**src/design/refresh_params.svh**
```systemverilog
// Timing counts, widths and reset values of the refresh bus master.
`ifndef REFRESH_PARAMS_SVH
`define REFRESH_PARAMS_SVH
`define CLK_PERIOD_NS 25
`define TICK_PERIOD_NS 30000
`define TICK_CYCLES ((`TICK_PERIOD_NS) / (`CLK_PERIOD_NS))
`define GRANT_DELAY_NS 100
`define GRANT_DELAY_CYCLES ((`GRANT_DELAY_NS + `CLK_PERIOD_NS - 1) / (`CLK_PERIOD_NS))
`define SEQ_PERIOD_NS 220
`define SEQ_CYCLES ((`SEQ_PERIOD_NS + `CLK_PERIOD_NS - 1) / (`CLK_PERIOD_NS))
`define XFER_NS 1200
`define ROW_BITS 6
`define ROW_COUNT 64
`define ROW_LSB 1
`define ROW_RESET 6'h00
`define REFRESH_LIMIT_NS 2000000
`endif

```
**src/design/refresh_pkg.sv**
```systemverilog
// Types shared by the refresh bus master modules.
package refresh_pkg;
  typedef enum logic [5:0] {
    S_IDLE = 6'h01,
    S_SYNC = 6'h02,
    S_ADDR = 6'h04,
    S_READ = 6'h08,
    S_HOLD = 6'h10,
    S_END = 6'h20
  } seq_state_t;
endpackage : refresh_pkg

```
**src/design/refresh_timing_if.sv**
```systemverilog
// Carrier for the refresh tick level and the sequencing enable pulse.
`timescale 1ns/100ps
`default_nettype none
interface refresh_timing_if;
  logic refresh_tick;
  logic seq_en;
  modport src (output refresh_tick, output seq_en);
  modport snk (input refresh_tick, input seq_en);
endinterface : refresh_timing_if
`default_nettype wire

```
**src/design/refresh_master.sv**
```systemverilog
// Periodic DMA refresh bus master: arbitration, bus sequencer and row counter.
// Operation
// RQ1: Own oscillator ticks about every 30 us.
// RQ2: Disable setting suppresses requests and refresh cycles.
// RQ3: Request pulse sets request flop, asserts DMA request.
// RQ4: Processor grants after finishing its bus cycle.
// RQ5: Grant edge loads pending into bus-acquired flop.
// RQ6: Bus-acquired drives selection acknowledge.
// RQ7: Idle device passes grant on after 100 ns.
// RQ8: Mastership needs acquired, delayed grant, idle sync, reply.
// RQ9: Mastership asserts refresh line for whole transaction.
// RQ10: Mastership drives six-bit row onto lines 1-6.
// RQ11: Sequencer steps on 220 ns sequencing clock.
// RQ12: Master-sync set, then state A with sync strobe.
// RQ13: State B asserts read strobe until reply.
// RQ14: Memory replies and drops reply after read strobe.
// RQ15: Reply captured; A clears; B held while reply.
// RQ16: Reply flop clears, then B clears ending sync.
// RQ17: End clears acquired and mastership, then master-sync.
// RQ18: Row counter increments when captured reply falls.
// RQ19: Done clears only when tick goes passive.
// RQ20: Power-ok low initialises all flops but done.
// RQ21: One transaction lasts about 1.2 us.
// RQ22: All 64 rows refreshed within 2 ms.
// RQ23: Bus initialise is ignored entirely.
// RQ24: Refresh holds top DMA priority, no bursts.
// RQ25: Processor's own refresh cycles are disabled.
// RQ26: Done set at completion blocks further requests.
`timescale 1ns/100ps
`default_nettype none
`include "refresh_params.svh"
module refresh_master
  import refresh_pkg::*;
#(
  parameter int TICK_CYC = `TICK_CYCLES,
  parameter int SEQ_CYC = `SEQ_CYCLES,
  parameter int GRANT_CYC = `GRANT_DELAY_CYCLES
) (
  input wire logic i_clk_sys,
  input wire logic i_rst_n,
  input wire logic i_refresh_disable_setting,
  input wire logic i_grant_chain_in_n,
  input wire logic i_bus_addr_strobe_n,
  input wire logic i_bus_slave_reply_n,
  output logic o_bus_dma_request_n,
  output logic o_grant_chain_out_n,
  output logic o_bus_select_ack_n,
  output logic o_bus_refresh_n,
  output logic o_bus_addr_strobe_n,
  output logic o_bus_read_strobe_n,
  output logic [15:0] o_muxed_addr_data_lines,
  output logic [15:0] o_muxed_addr_data_oe
);
  localparam int ROW_W = `ROW_BITS;
  // Sixty-four rows at one per tick must fit in the refresh limit.
  localparam longint SWEEP_NS = longint'(`ROW_COUNT) * longint'(TICK_CYC) *
    longint'(`CLK_PERIOD_NS); // [RQ22]
  generate
    if (GRANT_CYC < 1 || GRANT_CYC > 7 || SWEEP_NS > longint'(`REFRESH_LIMIT_NS)) begin : g_bad
      $error("refresh_master: parameter values cannot be served");
    end
  endgenerate

  refresh_timing_if tim ();
  refresh_timebase #(
    .TICK_CYC(TICK_CYC),
    .SEQ_CYC(SEQ_CYC)
  ) u_timebase (
    .i_clk_sys(i_clk_sys),
    .i_rst_n(i_rst_n),
    .tim(tim)
  );

  function automatic logic in_state(input seq_state_t s, input logic [5:0] mask);
    return (s & mask) != 6'h00;
  endfunction : in_state

  wire logic grant_in = !i_grant_chain_in_n;
  wire logic reply_in = !i_bus_slave_reply_n;
  wire logic en = tim.seq_en;

  // Arbitration group.
  logic tick_q, tick_d;
  logic request_flop_q, request_flop_d;
  logic acquired_q, acquired_d;
  logic grant_q, grant_d;
  logic [2:0] gcnt_q, gcnt_d;
  logic delayed_grant_q, delayed_grant_d;
  logic master_q, master_d;
  logic req_pulse, release_clear;

  // Sequencer group.
  seq_state_t state_q, state_d;
  logic master_sync_q, master_sync_d;
  logic reply_q, reply_d;
  logic [ROW_W-1:0] row_q, row_d;

  // Done flop: outside power-ok initialisation on purpose.
  logic done_q, done_d;

  // Output group.
  logic req_n_q, gnt_out_n_q, sack_n_q, ref_n_q, sync_n_q, din_n_q;
  logic [15:0] dal_q, dal_oe_q;

  always_comb begin
    tick_d = tim.refresh_tick;
    req_pulse = tim.refresh_tick && !tick_q && !i_refresh_disable_setting && !done_q; // [RQ2]
    release_clear = (state_q == S_END);
    request_flop_d = request_flop_q;
    if (req_pulse) begin
      request_flop_d = 1'b1; // [RQ3]
    end else if (acquired_q) begin
      request_flop_d = 1'b0; // [RQ5]
    end
    grant_d = grant_in;
    acquired_d = acquired_q;
    if (release_clear) begin
      acquired_d = 1'b0; // [RQ17]
    end else if (grant_in && !grant_q) begin
      acquired_d = request_flop_q; // [RQ5]
    end
    gcnt_d = 3'h0;
    if (grant_in) begin
      gcnt_d = (gcnt_q == 3'(GRANT_CYC)) ? gcnt_q : gcnt_q + 3'h1;
    end
    delayed_grant_d = grant_in && (gcnt_d == 3'(GRANT_CYC)); // [RQ7]
    master_d = master_q;
    if (release_clear) begin
      master_d = 1'b0; // [RQ17]
    end else if (acquired_q && delayed_grant_q && i_bus_addr_strobe_n && !reply_in) begin
      master_d = 1'b1; // [RQ8]
    end
  end

  always_ff @(posedge i_clk_sys or negedge i_rst_n) begin
    if (!i_rst_n) begin // [RQ20] [RQ23]
      tick_q <= 1'b0;
      request_flop_q <= 1'b0;
      acquired_q <= 1'b0;
      grant_q <= 1'b0;
      gcnt_q <= 3'h0;
      delayed_grant_q <= 1'b0;
      master_q <= 1'b0;
    end else begin
      tick_q <= tick_d;
      request_flop_q <= request_flop_d;
      acquired_q <= acquired_d;
      grant_q <= grant_d;
      gcnt_q <= gcnt_d;
      delayed_grant_q <= delayed_grant_d;
      master_q <= master_d;
    end
  end

  // The sequencer moves only on sequencing-clock enables.
  always_comb begin
    state_d = state_q;
    master_sync_d = master_sync_q;
    reply_d = reply_q;
    row_d = row_q;
    if (en) begin // [RQ11] [RQ21]
      master_sync_d = master_q; // [RQ12] [RQ17]
      reply_d = reply_in && in_state(state_q, S_READ | S_HOLD);
      unique case (state_q)
        S_IDLE: if (master_q) state_d = S_SYNC;
        S_SYNC: state_d = master_sync_q ? S_ADDR : S_IDLE; // [RQ12]
        S_ADDR: state_d = S_READ; // [RQ13]
        S_READ: if (reply_q) state_d = S_HOLD; // [RQ15]
        S_HOLD: if (!reply_q) state_d = S_END; // [RQ16]
        S_END: state_d = S_IDLE;
      endcase
      if (reply_q && !reply_d) begin
        row_d = row_q + ROW_W'(1); // [RQ18]
      end
    end
  end

  always_ff @(posedge i_clk_sys or negedge i_rst_n) begin
    if (!i_rst_n) begin
      state_q <= S_IDLE;
      master_sync_q <= 1'b0;
      reply_q <= 1'b0;
      row_q <= `ROW_RESET;
    end else begin
      state_q <= state_d;
      master_sync_q <= master_sync_d;
      reply_q <= reply_d;
      row_q <= row_d;
    end
  end

  // Cleared while the tick is low, so after power-up it settles before the first tick.
  always_comb begin
    done_d = done_q;
    if (!tim.refresh_tick) begin
      done_d = 1'b0; // [RQ19]
    end else if (release_clear) begin
      done_d = 1'b1; // [RQ26]
    end
  end

  always_ff @(posedge i_clk_sys) begin
    done_q <= done_d;
  end

  always_ff @(posedge i_clk_sys or negedge i_rst_n) begin
    if (!i_rst_n) begin
      req_n_q <= 1'b1;
      gnt_out_n_q <= 1'b1;
      sack_n_q <= 1'b1;
      ref_n_q <= 1'b1;
      sync_n_q <= 1'b1;
      din_n_q <= 1'b1;
      dal_q <= 16'h0000;
      dal_oe_q <= 16'h0000;
    end else begin
      req_n_q <= !request_flop_d; // [RQ3]
      gnt_out_n_q <= !(delayed_grant_d && !acquired_d); // [RQ7]
      sack_n_q <= !acquired_d; // [RQ6]
      ref_n_q <= !master_d; // [RQ9]
      sync_n_q <= !(master_d && in_state(state_d, S_ADDR | S_READ | S_HOLD)); // [RQ12]
      din_n_q <= !in_state(state_d, S_READ); // [RQ13]
      dal_q <= 16'(row_d) << `ROW_LSB; // [RQ10]
      dal_oe_q <= master_d ? (16'(`ROW_COUNT - 1) << `ROW_LSB) : 16'h0000;
    end
  end

  assign o_bus_dma_request_n = req_n_q;
  assign o_grant_chain_out_n = gnt_out_n_q;
  assign o_bus_select_ack_n = sack_n_q;
  assign o_bus_refresh_n = ref_n_q;
  assign o_bus_addr_strobe_n = sync_n_q;
  assign o_bus_read_strobe_n = din_n_q;
  assign o_muxed_addr_data_lines = dal_q;
  assign o_muxed_addr_data_oe = dal_oe_q;

  // Checks.
  property p_req_sets;
    @(posedge i_clk_sys) disable iff (!i_rst_n)
      req_pulse |=> !o_bus_dma_request_n;
  endproperty
  a_req_sets: assert property (p_req_sets) else $error("request not raised"); // [RQ3]

  property p_disable_blocks;
    @(posedge i_clk_sys) disable iff (!i_rst_n)
      i_refresh_disable_setting |-> !req_pulse;
  endproperty
  a_disable_blocks: assert property (p_disable_blocks) else $error("request while disabled"); // [RQ2]

  property p_sack_follows;
    @(posedge i_clk_sys) disable iff (!i_rst_n)
      acquired_q |-> ##1 (!o_bus_select_ack_n || $past(release_clear));
  endproperty
  a_sack_follows: assert property (p_sack_follows) else $error("ack missing"); // [RQ6]

  property p_no_pass_when_mine;
    @(posedge i_clk_sys) disable iff (!i_rst_n)
      acquired_q |-> o_grant_chain_out_n;
  endproperty
  a_no_pass_when_mine: assert property (p_no_pass_when_mine) else $error("grant leaked"); // [RQ5]

  property p_grant_delay;
    @(posedge i_clk_sys) disable iff (!i_rst_n)
      !grant_in ##1 (grant_in && !acquired_q && !request_flop_q)[*5] |=> !o_grant_chain_out_n;
  endproperty
  a_grant_delay: assert property (p_grant_delay) else $error("grant not passed"); // [RQ7]

  property p_grant_not_early;
    @(posedge i_clk_sys) disable iff (!i_rst_n)
      $rose(grant_in) |-> o_grant_chain_out_n [*3];
  endproperty
  a_grant_not_early: assert property (p_grant_not_early) else $error("grant passed early"); // [RQ7]

  property p_ref_with_master;
    @(posedge i_clk_sys) disable iff (!i_rst_n)
      master_q |-> ##1 (!o_bus_refresh_n || $past(release_clear));
  endproperty
  a_ref_with_master: assert property (p_ref_with_master) else $error("refresh line off"); // [RQ9]

  property p_dal_driven;
    @(posedge i_clk_sys) disable iff (!i_rst_n)
      !o_bus_refresh_n |-> (o_muxed_addr_data_oe == 16'h007E);
  endproperty
  a_dal_driven: assert property (p_dal_driven) else $error("row not driven"); // [RQ10]

  property p_din_needs_sync;
    @(posedge i_clk_sys) disable iff (!i_rst_n)
      !o_bus_read_strobe_n |-> !o_bus_addr_strobe_n;
  endproperty
  a_din_needs_sync: assert property (p_din_needs_sync) else $error("read without sync"); // [RQ13]

  property p_row_step;
    @(posedge i_clk_sys) disable iff (!i_rst_n)
      (en && reply_q && !reply_d) |=> (row_q == $past(row_q) + 6'h01);
  endproperty
  a_row_step: assert property (p_row_step) else $error("row not stepped"); // [RQ18]

  property p_one_per_tick;
    @(posedge i_clk_sys) disable iff (!i_rst_n)
      done_q && tim.refresh_tick |-> !req_pulse;
  endproperty
  a_one_per_tick: assert property (p_one_per_tick) else $error("second request in tick"); // [RQ26]

  property p_hold_until_reply;
    @(posedge i_clk_sys) disable iff (!i_rst_n)
      (state_q == S_READ && !reply_q) |=> (state_q == S_READ || state_q == S_HOLD);
  endproperty
  a_hold_until_reply: assert property (p_hold_until_reply) else $error("left read early"); // [RQ15]

  c_request: cover property (@(posedge i_clk_sys) disable iff (!i_rst_n) req_pulse);
  c_pass: cover property (@(posedge i_clk_sys) disable iff (!i_rst_n) !o_grant_chain_out_n);
  c_done: cover property (@(posedge i_clk_sys) disable iff (!i_rst_n) $rose(state_q == S_END));
endmodule : refresh_master
`default_nettype wire

```
**src/design/refresh_timebase.sv**
```systemverilog
// Free-running refresh tick oscillator and sequencing clock divider.
`timescale 1ns/100ps
`default_nettype none
`include "refresh_params.svh"
module refresh_timebase #(
  parameter int TICK_CYC = `TICK_CYCLES,
  parameter int SEQ_CYC = `SEQ_CYCLES
) (
  input wire logic i_clk_sys,
  input wire logic i_rst_n,
  refresh_timing_if.src tim
);
  generate
    if (TICK_CYC < 2 * SEQ_CYC || SEQ_CYC < 2 || TICK_CYC > 65536 || SEQ_CYC > 256) begin : g_bad
      $error("refresh_timebase: tick period too short for the sequencer");
    end
  endgenerate

  logic [15:0] tick_cnt_q, tick_cnt_d;
  logic [7:0] seq_cnt_q, seq_cnt_d;
  logic tick_q, tick_d;
  logic en_q, en_d;

  // The tick is a square wave; its rising edge starts one request.
  always_comb begin
    tick_cnt_d = (tick_cnt_q == 16'(TICK_CYC - 1)) ? 16'h0000 : tick_cnt_q + 16'h0001; // [RQ1]
    tick_d = (tick_cnt_d >= 16'(TICK_CYC / 2));
    seq_cnt_d = (seq_cnt_q == 8'(SEQ_CYC - 1)) ? 8'h00 : seq_cnt_q + 8'h01; // [RQ11]
    en_d = (seq_cnt_q == 8'(SEQ_CYC - 1));
  end

  always_ff @(posedge i_clk_sys or negedge i_rst_n) begin
    if (!i_rst_n) begin
      tick_cnt_q <= 16'h0000;
      seq_cnt_q <= 8'h00;
      tick_q <= 1'b0;
      en_q <= 1'b0;
    end else begin
      tick_cnt_q <= tick_cnt_d;
      seq_cnt_q <= seq_cnt_d;
      tick_q <= tick_d;
      en_q <= en_d;
    end
  end

  assign tim.refresh_tick = tick_q;
  assign tim.seq_en = en_q;
endmodule : refresh_timebase
`default_nettype wire

```
**config.mk**
```make
export PLATFORM = sky130hd
export DESIGN_NAME = refresh_master
export DESIGN_NICKNAME = d
export VERILOG_FILES = /design/src/design/refresh_pkg.sv /design/src/design/refresh_timing_if.sv /design/src/design/refresh_master.sv /design/src/design/refresh_timebase.sv
export VERILOG_INCLUDE_DIRS = /design/src /design/src/design
export SDC_FILE = /design/constraint.sdc
export NUM_CORES = 1
export LEC_CHECK = 0
export ABC_AREA = 1
export BUFFER_PORTS_ARGS = -buffer_cell sky130_fd_sc_hd__buf_2
export CAP_MARGIN = 20
export CORE_MARGIN = 8
export CORE_UTILIZATION = 52
export DETAILED_ROUTE_END_ITERATION = 16
export GPL_ROUTABILITY_DRIVEN = 0
export GPL_TIMING_DRIVEN = 0
export MAX_ROUTING_LAYER = met4
export PLACE_DENSITY_LB_ADDON = 0.25
export SYNTH_ARGS = -nofsm -noshare
export SYNTH_HDL_FRONTEND = slang
export SYNTH_SLANG_ARGS = --single-unit
```
**constraint.sdc**
```tcl
create_clock -name i_clk_sys -period 3.17 [get_ports i_clk_sys]
set_input_delay 0.317 -clock i_clk_sys [delete_from_list [all_inputs] [get_ports i_clk_sys]]
set_output_delay 0.317 -clock i_clk_sys [all_outputs]
set_load 0.01 [all_outputs]
```
==> impl_metrics.yaml, run 1 <==
grt:
  antenna_found_initial: 0
  gr-total-overflow: 0
  grt_start_max_net_pins: 32
  global_route_wire_length_before_repair_mm: 10.1
  groute.usage.overall_pct: 14.5
  number_of_global_route_vias_before_repair: 2333
pwr:
  leakage_nw: 1.87
  max-vdd-ir-drop_v: 0.000260
  power_per_cell_area_nw_per_um2: 507
  p_total_w: 0.00176
clock_network:
  clock_insertion_delay_worst_skew_ps: 310
  cts_post_setup_buffers_inserted: 0
  clk_pin_slew_worst_paths_ps: 100
  cts.hold.buffers_added: 0
  cts_num_sinks: 56
  cts-htree-levels: 2
  ctsResizeCount: 0
  root_buffer_selected_by_cts: "sky130_fd_sc_hd__clkbuf_8"
  tritoncts: "done"
  cts.path.max_buffers: 2
  tritoncts_buffers: 5
critical_path:
  regToRegStartpoint: "u_timebase.tick_cnt_q[0]"
  cp_top_family: "simple AND/OR/NAND/NOR gates"
  critical_path_class: "flop to flop"
  path_max_fanout: 6
  cp-startpoint: "u_timebase.tick_cnt_q[0]"
  worst_r2r_end: "u_timebase.tim.refresh_tick"
  worstPathBufferInverterCount: 2
  regToRegSetupSlack_ps: 1460
  end_kind: "flop"
  rr_worst_depth: 10
  worstPathRequired_ps: 3380
  worst_path_most_repeated_cell: "sky130_fd_sc_hd__nand2_1"
  cp-endpoint: "u_timebase.tim.refresh_tick"
  worstSetupPathDepth: 10
  slowest_stage: "sky130_fd_sc_hd__dfrtp_1"
  timing.critical_path.cells: "ha_1, inv_1, nor2_8, nand3_2, xor2_1, inv_1, a21oi_1, nand2_1, nand2_1, nand2_1"
  worst_ep_arrival_time_ps: 1920
  crit_path_launch_type: "flop"
  critical_path.max_stage_delay_ps: 440
finish:
  antenna_cells: 0
  drive_above_1_share_pct: 20.5
  area_delta_synth_final_pct: 13.7
  final_nets: 436
  final_util_pct: 60.0
synth:
  synthesis.area_per_instance_sq_um: 8.17
  seq_area_frac_synth_pct: 46.1
  synthesized_flop_and_latch_total: 56
  proportion_of_netlist_area_held_by_the_largest_area_contributor_pct: 39.4
  synthTopCellsByArea: "sky130_fd_sc_hd__dfrtp_1 39%, sky130_fd_sc_hd__nand2_1 9.1%, sky130_fd_sc_hd__inv_1 7.0%, sky130_fd_sc_hd__nor2_1 6.6%, sky130_fd_sc_hd__buf_4 6.4%"
  ys_async_sr_fraction_pct: 98.2
  synth.top_cells.by_count: "74 x sky130_fd_sc_hd__nand2_1, 57 x sky130_fd_sc_hd__inv_1, 54 x sky130_fd_sc_hd__nor2_1"
  synthesis.area_sq_um: 3050
  distinct_cells_synth: 35
  post_synth_inst_count: 373
  synth_warnings: 0
  synth_enable_flop_cells: 0
  synth_ff_type: "sky130_fd_sc_hd__dfrtp_1"
  yosysMostFrequentCell: "sky130_fd_sc_hd__nand2_1"
  synthDominantAreaCellType: "sky130_fd_sc_hd__dfrtp_1"
sta:
  timing.final.hold_violations: 18
  maxClockFrequency_ghz: 0.586
  setup_repair_after_global_routing_missed_its_margin: "false"
  final_worst_slack_ps: 1460
  timing.final.crit_share_pct: 53.8
  timing_max_transition_violations_final: 0
  timing.clock.skew_ps: 7.98
  timing.setup.tns_ps: 0
  final.min_clock_period_ps: 1710
  timing.hold.ws_ps: -14.4
  timing_worst_slew_pin_value_ps: 865
  setup_viol_count_final: 0
  timing.slew.headroom_pct: 41.8
job:
  max_cap_check_violation_count: 0
route:
  viasPerCell: 4.61
  drtAntennaViolNets: 0
  detailroute.via_count: 2302
  first_pass_drt_iterations: 4
  routed_wl_mm: 5.59
  iter_0_drt_violations: 108
  drt_drc_violations_left: 0
  routed_wire_length_per_instance_um: 11.2
run_status:
  outcome: "finished with violations"
  violations: "negative hold slack"
placed_design:
  post-dp-hpwl_mm: 4.38
  buffer_ports.inserted: 23
  dp_slack_ps: 1470
floorplanning:
  die_w_um: 92.6
  num_rows: 28
  initial_core_util_pct: 52.7
  dieHeight_um: 92.6
  design.core.area_sq_um: 5780
  boundaryPins: 44
  fp.dieArea_sq_um: 8570
min_path:
  holdCritPathClass: "input port to async pin"
[flip-flops by register name, indices dropped and copies added, names as in the netlist, 3 cells and up]
signal,flops
gcnt_q,3
o_muxed_addr_data_lines,6
state_q,6
u_timebase.seq_cnt_q,8
u_timebase.tick_cnt_q,16
[cells by family after synthesis]
kind of cell,share of synthesized area [%]
and+or+nand+nor,27.0
buffers and inverters,14.0
DFF,46.1
AOI/OAI and AO/OA,4.68
xor gates and xnor gates,4.88
adders and majority gates,2.87
other,0.123
muxes,0.369
[where the power goes]
part	total, W	internal [W]	switching, W
Combinational	0.000428	0.000175	0.000253
Sequential	0.000854	0.000792	0.0000626
Clock	0.000474	0.000238	0.000236
[metal layers]
layer	vias up	part of all wire (%)	track usage, %
met4	0	1.1	5.10
li1	1203	-	-
met3	6	5.8	3.80
met1	1041	44	16.2
met2	52	49	24.4
met5	-	0	-
[cell type report]
type                       count  area, sq um
fill                         542         2310
sequential                    56         1410
multi-input combinational    249         1290
inverter                      60          225
buffer                        27          200
timing repair buffer          24          135
tap                           75         93.8
clock buffer                   5         68.8
clock inverter                 3         47.5
[stage by stage]
step | hold slack, ps | area (sq um) | instances
global placement | 390 | 3330 | 490
floorplan | 21.4 | 3120 | 392
global route | 24.4 | 3470 | 499
detailed placement | 348 | 3350 | 491
CTS | 1.25 | 3470 | 499
finish | -14.4 | 3470 | 499
[layout by cell type (no fill, tap or decap), types with 4 or more instances in the layout]
| cell type | n |
|---|---|
| sky130_fd_sc_hd__nor2_2 | 5 |
| sky130_fd_sc_hd__inv_1 | 57 |
| sky130_fd_sc_hd__a21oi_1 | 8 |
| sky130_fd_sc_hd__xor2_1 | 14 |
| sky130_fd_sc_hd__nor2_1 | 54 |
| sky130_fd_sc_hd__dfstp_2 | 7 |
| sky130_fd_sc_hd__o21ai_0 | 7 |
| sky130_fd_sc_hd__buf_4 | 26 |
| sky130_fd_sc_hd__conb_1 | 20 |
| sky130_fd_sc_hd__nor2_4 | 4 |
| sky130_fd_sc_hd__clkbuf_8 | 5 |
| sky130_fd_sc_hd__buf_2 | 24 |
| sky130_fd_sc_hd__nor3_1 | 4 |
| sky130_fd_sc_hd__nand2_1 | 74 |
| sky130_fd_sc_hd__nand3_1 | 21 |
| sky130_fd_sc_hd__ha_1 | 7 |
| sky130_fd_sc_hd__dfrtp_1 | 48 |
| sky130_fd_sc_hd__nand4_1 | 8 |
[worst register-to-register path: cells and delay by family (launching register included)]
kind	cells	cell delay [ps]
buf+inv	2	160
xor+xnor	1	210
flops	1	440
compound gates	1	150
simple gates	5	480
fa+ha+maj	1	170
[worst min-delay path by stage]
| stage | start | to | slack (ps) | cells after the start |
|---|---|---|---|---|
| 2_1_floorplan | i_rst_n | acquired_q | 20 | 0 |
| 3_3_place_gp | u_timebase.tim.refresh_tick | tick_q | 390 | 0 |
| 3_5_place_dp | i_rst_n | gcnt_q[2] | 350 | 1 |
| 4_1_cts | i_rst_n | u_timebase.tick_cnt_q[14] | 1 | 1 |
| 5_1_grt | i_rst_n | acquired_q | 20 | 1 |
| 6_report | i_rst_n | gcnt_q[2] | -10 | 1 |
No activity file was read; power rests on OpenSTA's default activity.
==> run 2, diff against run 1 <==
Clock period 3.17 ns to 1.4 ns, I/O delays scaled along.
==> impl_metrics.yaml, run 2 (synthesis gave the netlist of run 1 again) <==
run_status:
  outcome: "finished with violations"
  violations: "negative setup slack"
placed_design:
  placedCellCount: 491
  dp_slack_ps: -287
  post-dp-hpwl_mm: 4.38
  buffer_ports.inserted: 23
  place_area_sq_um: 3380
critical_path:
  worst_path_most_repeated_cell: "sky130_fd_sc_hd__nand2_1"
  path_max_fanout: 4
  worstPathRequired_ps: 1670
  slowest_stage: "sky130_fd_sc_hd__dfrtp_1"
  critical_path.max_stage_delay_ps: 450
  critical_path_class: "flop to flop"
  end_kind: "flop"
  crit_path_launch_type: "flop"
  worst_ep_arrival_time_ps: 1910
  timing.critical_path.cells: "nor2_4, buf_4, nand4_1, nand2_1, inv_1, o21ai_0, nand2_1, nand2_1, nand2_1, nand3_1, nand2_1"
sta:
  timing.clock.skew_ps: 15.2
  timing.setup.tns_ps: -1080
  timing_max_transition_violations_final: 0
  setup_viol_count_final: 10
  timing.final.crit_share_pct: 118
  setup_repair_after_global_routing_missed_its_margin: "true"
  final.min_clock_period_ps: 1650
  maxClockFrequency_ghz: 0.607
  timing_worst_slew_pin_value_ps: 510
  final_worst_slack_ps: -247
  timing.final.hold_violations: 0
  timing.slew.headroom_pct: 66.0
job:
  max_cap_check_violation_count: 0
clock_network:
  clk_pin_slew_worst_paths_ps: 110
  tritoncts: "done"
  clock_insertion_delay_worst_skew_ps: 320
  root_buffer_selected_by_cts: "sky130_fd_sc_hd__clkbuf_8"
  cts.path.max_buffers: 2
  cts-htree-levels: 2
  cts_num_sinks: 56
  tritoncts_buffers: 5
finish:
  drive_above_1_share_pct: 40.5
  largest_register_by_flop_count: "u_timebase.tick_cnt_q"
  layout.cells.most_common_list: "61 x sky130_fd_sc_hd__nand2_1, 50 x sky130_fd_sc_hd__inv_1, 48 x sky130_fd_sc_hd__buf_4"
  num-fill-cells: 454
  reg.largest.list: "u_timebase.tick_cnt_q (16), u_timebase.seq_cnt_q (8)"
  mostFrequentLayoutCell: "sky130_fd_sc_hd__nand2_1"
  post_layout_nonfiller_instances: 529
  largest_reg_flops: 16
  finish.instance_area_sq_um: 4050
  area_delta_synth_final_pct: 32.7
  final_nets: 466
  antenna_cells: 0
route:
  routed_wl_mm: 6.83
  detailroute.via_count: 2593
  iter_0_drt_violations: 95
  drtAntennaViolNets: 0
  drt_drc_violations_left: 0
  routed_wire_length_per_instance_um: 12.9
  first_pass_drt_iterations: 4
  viasPerCell: 4.90
floorplanning:
  initial_core_util_pct: 52.7
  dieHeight_um: 92.6
  num_rows: 28
  boundaryPins: 44
  fp.dieArea_sq_um: 8570
  design.core.area_sq_um: 5780
  die_w_um: 92.6
grt:
  gr-total-overflow: 0
  antenna_found_initial: 0
  global_route_wire_length_before_repair_mm: 10.7
  groute.usage.overall_pct: 15.6
  number_of_global_route_vias_before_repair: 2499
  grt_start_max_net_pins: 35
pwr:
  p_total_w: 0.00467
  leakage_nw: 2.06
  power_per_cell_area_nw_per_um2: 1150
  max-vdd-ir-drop_v: 0.000958
min_path:
  holdCritPathClass: "input port to flop"
## run 2: cell types whose count changed in the layout (fill, tap and decap cells not counted), sizes merged
cell	before	now
buf	51	80
clkinv	2	1
clkinvlp	0	1
dlygate4sd3	0	1
## run 2: per-stage QoR
| stage | hold slack, ps | utilization (%) |
|---|---|---|
| 2_1_floorplan | -156 | - |
| 3_3_place_gp | 356 | 58.1 |
| 3_5_place_dp | 137 | 58.4 |
| 4_1_cts | 19.6 | 64.7 |
| 5_1_grt | 29.5 | 70.0 |
| 6_report | 37.8 | 70.0 |
## run 2: final timing paths
check / cells past startpoint / endpoint / startpoint / slack (ps)
setup / recovery: 11 / o_bus_addr_strobe_n / state_q[3] / -250
hold / removal: 2 / gcnt_q[2] / i_grant_chain_in_n / 40
setup reg to reg: 11 / o_bus_addr_strobe_n / state_q[3] / -250
hold reg to reg: 0 / tick_q / u_timebase.tim.refresh_tick / 430
max in group asynchronous: 3 / o_bus_refresh_n / i_rst_n / 440
min in group asynchronous: 2 / u_timebase.tim.refresh_tick / i_rst_n / 340
## run 2: per-layer routing
metal / track usage, % / vias up / wire (um)
met3: 4.37 / 18 / 420
met4: 7.52 / 0 / 176
met5: - / - / 0
li1: - / 1259 / -
met2: 26.5 / 90 / 3470
met1: 16.4 / 1226 / 2770
## run 2: report_power, final
group / switching (W) / internal [W]
clock: 0.000538 / 0.000530
sequential: 0.000188 / 0.00180
combinational: 0.000892 / 0.000723
total: 0.00162 / 0.00305
## run 2: cell type report
class / count / area, sq um / share of cell area (%)
inverter: 60 / 228 / 5.63
sequential: 56 / 1420 / 35.1
multi-input combinational: 249 / 1600 / 39.5
tap: 75 / 93.8 / 2.32
clock buffer: 5 / 68.8 / 1.70
clock inverter: 3 / 42.5 / 1.05
timing repair buffer: 54 / 393 / 9.71
buffer: 27 / 203 / 5.01
## run 2: timing repair
action | CTS | global route
pin swaps | 11 | 33
buffers inserted | 14 | 15
hold endpoints to repair | 20 | 0
hold buffers | 1 | 0
resized for setup | 36 | 56
setup endpoints to repair | 16 | 30
## run 2: critical path, delay by kind of cell (launching register included)
| kind | cells | cell delay [ps] |
|---|---|---|
| simple gates | 8 | 900 |
| buf+inv | 2 | 190 |
| flops | 1 | 450 |
| compound gates | 1 | 70 |
